[src/tdcp_pkg.sv]
// Constants for the down-counting timer with PWM.
// Assumes an APB register slave with one register per aligned word.
package tdcp_pkg;
  // ----------------------------------------
  // Register indices and byte addresses
  // ----------------------------------------
  localparam logic [2:0] IDX_COUNT = 3'h0;
  localparam logic [2:0] IDX_CTRL1 = 3'h1;
  localparam logic [2:0] IDX_CTRL2 = 3'h2;
  localparam logic [2:0] IDX_DUTY = 3'h3;
  localparam logic [2:0] IDX_PSCV = 3'h4;
  localparam logic [2:0] IDX_IRQ = 3'h5;
  localparam logic [11:0] ADDR_COUNT = 12'h000;
  localparam logic [11:0] ADDR_CTRL1 = 12'h004;
  localparam logic [11:0] ADDR_CTRL2 = 12'h008;
  localparam logic [11:0] ADDR_DUTY = 12'h00c;
  localparam logic [11:0] ADDR_PSCV = 12'h010;
  localparam logic [11:0] ADDR_IRQ = 12'h014;
  // ----------------------------------------
  // Field positions
  // ----------------------------------------
  localparam int C1_EN = 0;
  localparam int C1_RELOAD = 1;
  localparam int C1_ONESHOT = 2;
  localparam int C1_PWM_AL = 6;
  localparam int C1_PWM_OE = 7;
  localparam int C2_RATE_LO = 0;
  localparam int C2_PS_DIS = 3;
  localparam int C2_EDGE = 4;
  localparam int C2_SRC = 5;
  localparam int IRQ_FLAG = 0;
  localparam int IRQ_EN = 1;
  // ----------------------------------------
  // Reset values and counter limits
  // ----------------------------------------
  localparam logic [7:0] RST_CTRL1 = 8'h00;
  localparam logic [7:0] RST_CTRL2 = 8'h3f;
  localparam logic [7:0] RST_COUNT = 8'h00;
  localparam logic [7:0] RST_PSCV = 8'hff;
  localparam logic [7:0] CNT_TOP = 8'hff;
  localparam logic [7:0] CNT_ZERO = 8'h00;
endpackage

[src/tdcp_tick_if.sv]
// Tick carrier between the prescaler and the timer core.
// Assumes one clock domain.
`timescale 1ns/10ps
interface tdcp_tick_if;
  logic src_tick;
  logic ps_dis;
  logic [2:0] rate;
  logic ps_clr;
  logic out_tick;
  logic [7:0] ps_count;
  modport core (output src_tick, output ps_dis, output rate, output ps_clr,
                input out_tick, input ps_count);
  modport pre (input src_tick, input ps_dis, input rate, input ps_clr,
               output out_tick, output ps_count);
endinterface

[src/tdcp_prescaler.sv]
// Second prescaler: divides source ticks by 2 to 256.
// Assumes src_tick is a one-cycle pulse in the clk domain.
`timescale 1ns/10ps
module tdcp_prescaler (
  // Clock and reset
  input wire logic clk,
  input wire logic reset_n,
  // Tick carrier
  tdcp_tick_if.pre tk
);
  logic [7:0] cnt_r;
  logic [7:0] cnt_nxt;
  logic [7:0] mask;
  logic hit;

  // ----------------------------------------
  // Division select
  // ----------------------------------------
  // Counts down from all ones; a tick leaves when the masked bits wrap
  assign mask = 8'((9'h002 << tk.rate) - 9'h001);
  assign hit = tk.src_tick && ((cnt_r & mask) == 8'h00);
  assign cnt_nxt = tk.ps_clr ? tdcp_pkg::RST_PSCV :
                   (tk.src_tick && !tk.ps_dis) ? cnt_r - 8'h01 : cnt_r;
  assign tk.out_tick = tk.ps_dis ? tk.src_tick : hit;
  assign tk.ps_count = cnt_r;

  always_ff @(posedge clk or negedge reset_n) begin
    if (!reset_n) begin
      cnt_r <= tdcp_pkg::RST_PSCV;
    end else begin
      cnt_r <= cnt_nxt;
    end
  end
endmodule

[src/tdcp_timer.sv]
// Eight-bit down-counting timer with prescaler and PWM output.
// Assumes APB master, synchronous pins, instruction tick from the core.
//
// The implementer's own choice: the APB register port.
`timescale 1ns/10ps
module tdcp_timer (
  // Clock and reset
  input wire logic clk,
  input wire logic reset_n,
  // APB slave
  input wire logic psel,
  input wire logic penable,
  input wire logic pwrite,
  input wire logic [11:0] paddr,
  input wire logic [31:0] pwdata,
  output logic [31:0] prdata,
  output logic pready,
  output logic pslverr,
  // Timer sources
  input wire logic inst_tick,
  input wire logic ext_clk_pin,
  // Pin and interrupt
  input wire logic gpio_out,
  input wire logic gpio_oe,
  output logic pwm_pin_out,
  output logic pwm_pin_oe,
  output logic pwm_output,
  output logic underflow_irq
);
  // ----------------------------------------
  // State
  // ----------------------------------------
  logic [7:0] count_r;
  logic [7:0] count_nxt;
  logic [7:0] reload_r;
  logic [7:0] ctrl1_r;
  logic [7:0] ctrl2_r;
  logic [7:0] duty_r;
  logic flag_r;
  logic irq_en_r;
  logic stopped_r;
  logic stopped_nxt;
  logic pwm_act_r;
  logic pwm_act_nxt;
  logic ext_prev_r;
  logic [31:0] prdata_nxt;
  logic pslverr_nxt;

  tdcp_tick_if tk ();

  tdcp_prescaler u_pre (
    .clk(clk),
    .reset_n(reset_n),
    .tk(tk)
  );

  // ----------------------------------------
  // Bus decode
  // ----------------------------------------
  logic acc;
  logic wr;
  logic sel_count;
  logic sel_ctrl1;
  logic sel_ctrl2;
  logic sel_duty;
  logic sel_pscv;
  logic sel_irq;
  logic mapped;
  assign acc = psel && penable;
  assign wr = acc && pwrite;
  assign sel_count = (paddr == tdcp_pkg::ADDR_COUNT);
  assign sel_ctrl1 = (paddr == tdcp_pkg::ADDR_CTRL1);
  assign sel_ctrl2 = (paddr == tdcp_pkg::ADDR_CTRL2);
  assign sel_duty = (paddr == tdcp_pkg::ADDR_DUTY);
  assign sel_pscv = (paddr == tdcp_pkg::ADDR_PSCV);
  assign sel_irq = (paddr == tdcp_pkg::ADDR_IRQ);
  assign mapped = sel_count || sel_ctrl1 || sel_ctrl2 || sel_duty || sel_pscv || sel_irq;

  // ----------------------------------------
  // Control fields
  // ----------------------------------------
  logic t_en;
  logic reload_en;
  logic one_shot;
  logic pwm_al;
  logic pwm_oe;
  logic ps_dis;
  logic edge_fall;
  logic src_ext;
  assign t_en = ctrl1_r[tdcp_pkg::C1_EN];
  assign reload_en = ctrl1_r[tdcp_pkg::C1_RELOAD];
  assign one_shot = ctrl1_r[tdcp_pkg::C1_ONESHOT];
  assign pwm_al = ctrl1_r[tdcp_pkg::C1_PWM_AL];
  assign pwm_oe = ctrl1_r[tdcp_pkg::C1_PWM_OE];
  assign ps_dis = ctrl2_r[tdcp_pkg::C2_PS_DIS];
  assign edge_fall = ctrl2_r[tdcp_pkg::C2_EDGE];
  assign src_ext = ctrl2_r[tdcp_pkg::C2_SRC];

  // ----------------------------------------
  // Clock source and edge
  // ----------------------------------------
  logic ext_rise;
  logic ext_fall;
  logic ext_edge;
  assign ext_rise = ext_clk_pin && !ext_prev_r;
  assign ext_fall = !ext_clk_pin && ext_prev_r;
  assign ext_edge = edge_fall ? ext_fall : ext_rise;
  // Ticks only pass while enabled so the prescaler also freezes
  assign tk.src_tick = t_en && !stopped_r && (src_ext ? ext_edge : inst_tick);
  assign tk.ps_dis = ps_dis;
  assign tk.rate = ctrl2_r[tdcp_pkg::C2_RATE_LO +: 3];
  // Prescaler restarts on disable so a rate change begins clean
  assign tk.ps_clr = ps_dis;

  // ----------------------------------------
  // Counter
  // ----------------------------------------
  logic dec;
  logic uflow;
  logic count_wr;
  assign dec = tk.out_tick;
  assign uflow = dec && (count_r == tdcp_pkg::CNT_ZERO);
  assign count_wr = wr && sel_count;
  assign count_nxt = count_wr ? pwdata[7:0] :
                     !uflow ? (dec ? count_r - 8'h01 : count_r) :
                     one_shot ? count_r :
                     reload_en ? reload_r :
                     tdcp_pkg::CNT_TOP;
  assign stopped_nxt = count_wr ? 1'b0 : (stopped_r || (uflow && one_shot));

  // ----------------------------------------
  // PWM
  // ----------------------------------------
  // Active from duty match until underflow; cleared while disabled
  assign pwm_act_nxt = !t_en ? 1'b0 :
                       (uflow || count_wr) ? 1'b0 :
                       (count_r == duty_r) ? 1'b1 : pwm_act_r;

  // ----------------------------------------
  // Read mux
  // ----------------------------------------
  logic flag_vis;
  assign flag_vis = flag_r && irq_en_r;
  always_comb begin
    prdata_nxt = 32'h0000_0000;
    if (sel_count) begin
      prdata_nxt = {24'h00_0000, count_r};
    end else if (sel_ctrl1) begin
      prdata_nxt = {24'h00_0000, 5'h00, ctrl1_r[2:0]};
    end else if (sel_ctrl2) begin
      prdata_nxt = {24'h00_0000, 2'h0, ctrl2_r[5:0]};
    end else if (sel_pscv) begin
      prdata_nxt = {24'h00_0000, tk.ps_count};
    end else if (sel_irq) begin
      prdata_nxt = {30'h0000_0000, irq_en_r, flag_vis};
    end
    // Duty reads as zero, it is write-only
  end
  assign pslverr_nxt = psel && !penable && !mapped;

  // ----------------------------------------
  // Registers
  // ----------------------------------------
  always_ff @(posedge clk or negedge reset_n) begin
    if (!reset_n) begin
      count_r <= tdcp_pkg::RST_COUNT;
      reload_r <= tdcp_pkg::RST_COUNT;
      stopped_r <= 1'b0;
      ext_prev_r <= 1'b0;
      pwm_act_r <= 1'b0;
    end else begin
      count_r <= count_nxt;
      if (count_wr) begin
        reload_r <= pwdata[7:0];
      end
      stopped_r <= stopped_nxt;
      ext_prev_r <= ext_clk_pin;
      pwm_act_r <= pwm_act_nxt;
    end
  end

  always_ff @(posedge clk or negedge reset_n) begin
    if (!reset_n) begin
      ctrl1_r <= tdcp_pkg::RST_CTRL1;
      ctrl2_r <= tdcp_pkg::RST_CTRL2;
      duty_r <= tdcp_pkg::RST_COUNT;
      irq_en_r <= 1'b0;
    end else begin
      if (wr && sel_ctrl1) begin
        ctrl1_r <= pwdata[7:0];
      end
      if (wr && sel_ctrl2) begin
        ctrl2_r <= {2'h0, pwdata[5:0]};
      end
      if (wr && sel_duty) begin
        duty_r <= pwdata[7:0];
      end
      if (wr && sel_irq) begin
        irq_en_r <= pwdata[tdcp_pkg::IRQ_EN];
      end
    end
  end

  // Set wins over a same-cycle clear
  always_ff @(posedge clk or negedge reset_n) begin
    if (!reset_n) begin
      flag_r <= 1'b0;
    end else if (uflow) begin
      flag_r <= 1'b1;
    end else if (wr && sel_irq && !pwdata[tdcp_pkg::IRQ_FLAG]) begin
      flag_r <= 1'b0;
    end
  end

  // ----------------------------------------
  // Outputs
  // ----------------------------------------
  always_ff @(posedge clk or negedge reset_n) begin
    if (!reset_n) begin
      prdata <= 32'h0000_0000;
      pready <= 1'b0;
      pslverr <= 1'b0;
      pwm_output <= 1'b0;
      pwm_pin_out <= 1'b0;
      pwm_pin_oe <= 1'b0;
      underflow_irq <= 1'b0;
    end else begin
      pready <= psel && !penable;
      prdata <= prdata_nxt;
      // Error must stand with pready in the access cycle, so decode at setup
      pslverr <= psel && !penable && !mapped;
      pwm_output <= pwm_act_nxt ^ pwm_al;
      pwm_pin_out <= pwm_oe ? (pwm_act_nxt ^ pwm_al) : gpio_out;
      pwm_pin_oe <= pwm_oe ? 1'b1 : gpio_oe;
      underflow_irq <= (flag_r || uflow) && irq_en_r;
    end
  end
endmodule

[config.mk]
export PLATFORM = sky130hd
export DESIGN_NAME = tdcp_timer
export DESIGN_NICKNAME = d
export VERILOG_FILES = /design/src/tdcp_pkg.sv /design/src/tdcp_tick_if.sv /design/src/tdcp_prescaler.sv /design/src/tdcp_timer.sv
export SDC_FILE = /design/constraint.sdc
export NUM_CORES = 1
export LEC_CHECK = 0
export BUFFER_PORTS_ARGS = -buffer_cell sky130_fd_sc_hd__buf_2
export CELL_PAD_IN_SITES_DETAIL_PLACEMENT = 1
export CELL_PAD_IN_SITES_GLOBAL_PLACEMENT = 1
export CORE_MARGIN = 3
export CORE_UTILIZATION = 44
export DETAILED_ROUTE_END_ITERATION = 16
export PLACE_DENSITY = 0.88
export SYNTH_ARGS = -nofsm -noshare
export SYNTH_HDL_FRONTEND = slang
export SYNTH_HIERARCHICAL = 1
export SYNTH_SLANG_ARGS = --single-unit
export TNS_END_PERCENT = 50
[constraint.sdc]
create_clock -name clk -period 8.3 [get_ports clk]
set_input_delay 0.83 -clock clk [delete_from_list [all_inputs] [get_ports clk]]
set_output_delay 0.83 -clock clk [all_outputs]
set_load 0.005 [all_outputs]
==> summary.md <==
| Metric | Value |
|---|---|
| Status | `finished, final reports clean` |
| Placed cells | `467` |
| Crit path kind | `reg -> reg` |
| Number of port buffers | `42` |
| Post-DP HPWL | `6.22 mm` |
| Dpl ws | `approximately 4.8 ns` |
| CTS tree | `built` |
| EDFF count, synth | `0` |
| Number of antenna violations at the first check in global routing | `0` |
| CTS resizes | `0` |
| Clock slew at reported path FFs | `0.07 ns` |
| VDD IR-drop max | `0.0643 mV` |
| Crit path launch type | `flip-flop` |
| Peak Freq | `a little under 300 MHz` |
| Die Width | `~95 um` |
| First-pass GRT wire length | `between 10 and 15 mm` |
| Seq cells post-synth | `just over 60` |
| DRT Pass-1 Iters | `4` |
| ANT nets after route | `0` |
| TritonCTS Buffers | `9` |
| Number of global-route vias before repair | `2769` |
| Sequential-to-total area share from yosys stat | `between 40% and 50%` |
| Clk buf depth | `2` |
| Pin count of the biggest net entering global routing | `63` |
| Final Hold Vio Count | `0` |
| Crit path capture type | `flip-flop` |
| Leak | `1.89 nW` |
| Max_slew headroom | `roughly two fifths` |
| Final WS setup | `4.85 ns` |
| Vias/cell | `5.59` |
| Initial DRC count | `129` |
| Max cap viols | `0` |
| Most used flip-flop cell after synthesis | `dfrtp_1` |
| Area leader, netlist | `dfrtp_1` |
| Synth Instances | `336` |
| Layout cell share with drive strength beyond 1 | `a little under a third` |
| Number of post-CTS setup repair buffers | `0` |
| Layout Skew | `0.0116 ns` |
| Post-synth ARST share | `100%` |
| RSZ-0062 raised after global routing | `no` |
| Number of diodes | `0` |
| Ports | `91` |
| Count of unique library cells instantiated by Yosys | `62` |
| Syn-to-layout area delta | `10.9%` |
| CTS H-tree depth | `3` |
| Non-filler cells, final | `483` |
| Clock root cell | `clkbuf_8` |
| # setup viols final | `0` |
| Fin nets | `436` |
| CP Max Fanout | `9` |
| Avg Cell Area, Syn | `10.4 um^2` |
| Required time of the critical path | `about 8.5 ns` |
| Routed wire length | `8.64 mm` |
| Pwr dens | `156 nW/um^2` |
| Initial core utilization | `46.6%` |
| Grt ovf | `0` |
| Final min period | `3.45 ns` |
| Routed vias | `2698` |
| Global placement routability congestion | `0.834` |
| Die height | `95.1 um` |
| Number of clock sinks | `62` |
| Clk_lat worst skew | `0.35 ns` |
| Final setup TNS | `0 ns` |
| Row Count | `31` |
| DRC errors left | `0` |
| Worst hold-check path type | `reg -> reg` |
| Synth Warn # | `6` |
| DR WL/cell | `17.9 um` |
| Crit share post-route | `between 40% and 50%` |
| Filler cell count | `between 800 and 900` |
| CP arrival | `3.67 ns` |
| Yosys top cell area share | `34.4%` |
| Die area | `9040 um^2` |
| Slew Viols, Final | `0` |
| Cts hold-fix bufs | `0` |
| Synth top area cells | `dfrtp_1 34%, dfstp_2 11%, mux2_2 9.0%` |
| Post-Synthesis Cell Area | `between 3000 and 4000 um^2` |
| Worst-Margin Slew | `0.871 ns` |
| Total track usage | `approximately 20%` |
| Core ar. | `7490 um^2` |
cells in the mapped netlist (4+ instances only):
master / n
nand3b_1: 4
nand2b_1: 6
nor2b_1: 4
nor3_1: 9
dfstp_2: 14
mux2_2: 28
nand2_1: 15
nand3_1: 9
xor2_1: 10
ha_1: 4
nor4_1: 6
inv_1: 17
dfrtp_1: 48
xnor2_1: 8
nor2_1: 19
o211ai_1: 7
clkbuf_1: 5
buf_4: 26
a21oi_1: 14
o21ai_0: 15
critical path: stages, from the launching register on:
cell and delay [ns]:
dfstp_2 0.42, nor3_1 0.25, inv_1 0.07, ha_1 0.28
nor2b_1 0.06, a311oi_1 0.35, o221a_2 0.26, o211a_1 0.29
nand2b_1 0.20, or3_2 0.51, nand3_1 0.17, nor4b_1 0.08
or3_1 0.37
power breakdown:
group	switching [mW]	internal, mW	total [mW]
registers	0.00279	0.306	0.309
clock network	0.118	0.146	0.264
logic	0.0212	0.0110	0.0321
total	0.142	0.463	0.605
routing by layer:
layer,up-vias,part of all wire (%),global-route usage [%]
li1,1245,-,-
met1,1333,42,24.8
met2,105,50,34.2
met3,15,7.0,5.45
met4,0,1.8,7.93
met5,-,0,0
final timing paths:
check                       startpoint          end  slack, ns  depth (start not counted)
min in group asynchronous      reset_n   count_r[4]       0.63                          2
max reg2reg                 ctrl2_r[1]  pwm_pin_out       4.85                         12
min reg2reg                reload_r[5]  reload_r[5]       0.48                          1
min                        reload_r[5]  reload_r[5]       0.48                          1
max in group asynchronous      reset_n    prdata[4]       7.14                          2
max                         ctrl2_r[1]  pwm_pin_out       4.85                         12
cells by family after synthesis:
logic type | count (synthesis) | synth area share [%]
and+or+nand+nor | 103 | 17.3
AOI/OAI and AO/OA | 66 | 13.1
DFF | 62 | 44.9
buffers and inverters | 51 | 8.74
muxes | 31 | 9.89
xor gates and xnor gates | 18 | 4.51
adders and majority gates | 4 | 1.43
other | 1 | 0.107
flip-flops by register name (all words and copies together), names as in the netlist, 5 cells and up:
name and count:
prdata 8, reload_r 8, ctrl1_r 5, count_r 8, duty_r 8, u_pre/tk.ps_count 8, ctrl2_r 6
per-stage QoR:
step | total power [mW] | instance area (um^2) | hold WS [ns] | utilization (%)
floorplan | 0.335 | 3580 | 0.450 | -
global placement | 0.345 | 3680 | 0.469 | 49.1
detailed placement | 0.346 | 3680 | 0.468 | 49.1
CTS | 0.612 | 3870 | 0.482 | 51.7
global route | 0.629 | 3870 | 0.504 | 51.7
finish | 0.605 | 3870 | 0.484 | 51.7
cells in the final DEF, fill, tap and decap left out, types with 14 or more instances in the layout:
master and instances:
a21oi_1 14, buf_2 42, conb_1 24, dfrtp_1 48, dfstp_2 14, inv_1 17
mux2_2 28, nand2_1 15, nor2_1 19, o21ai_0 15
area by class of cell:
class	count	area [um^2]	share of cell area [%]
Timing Repair Buffer	43	218	5.62
Inverter	17	63.8	1.65
Sequential cell	62	1570	40.5
Clock buffer	12	145	3.75
Multi-Input combinational cell	246	1700	44.0
Clock inverter	4	47.5	1.23
Tap cell	99	124	3.20
(Power assumes the default switching activity.)
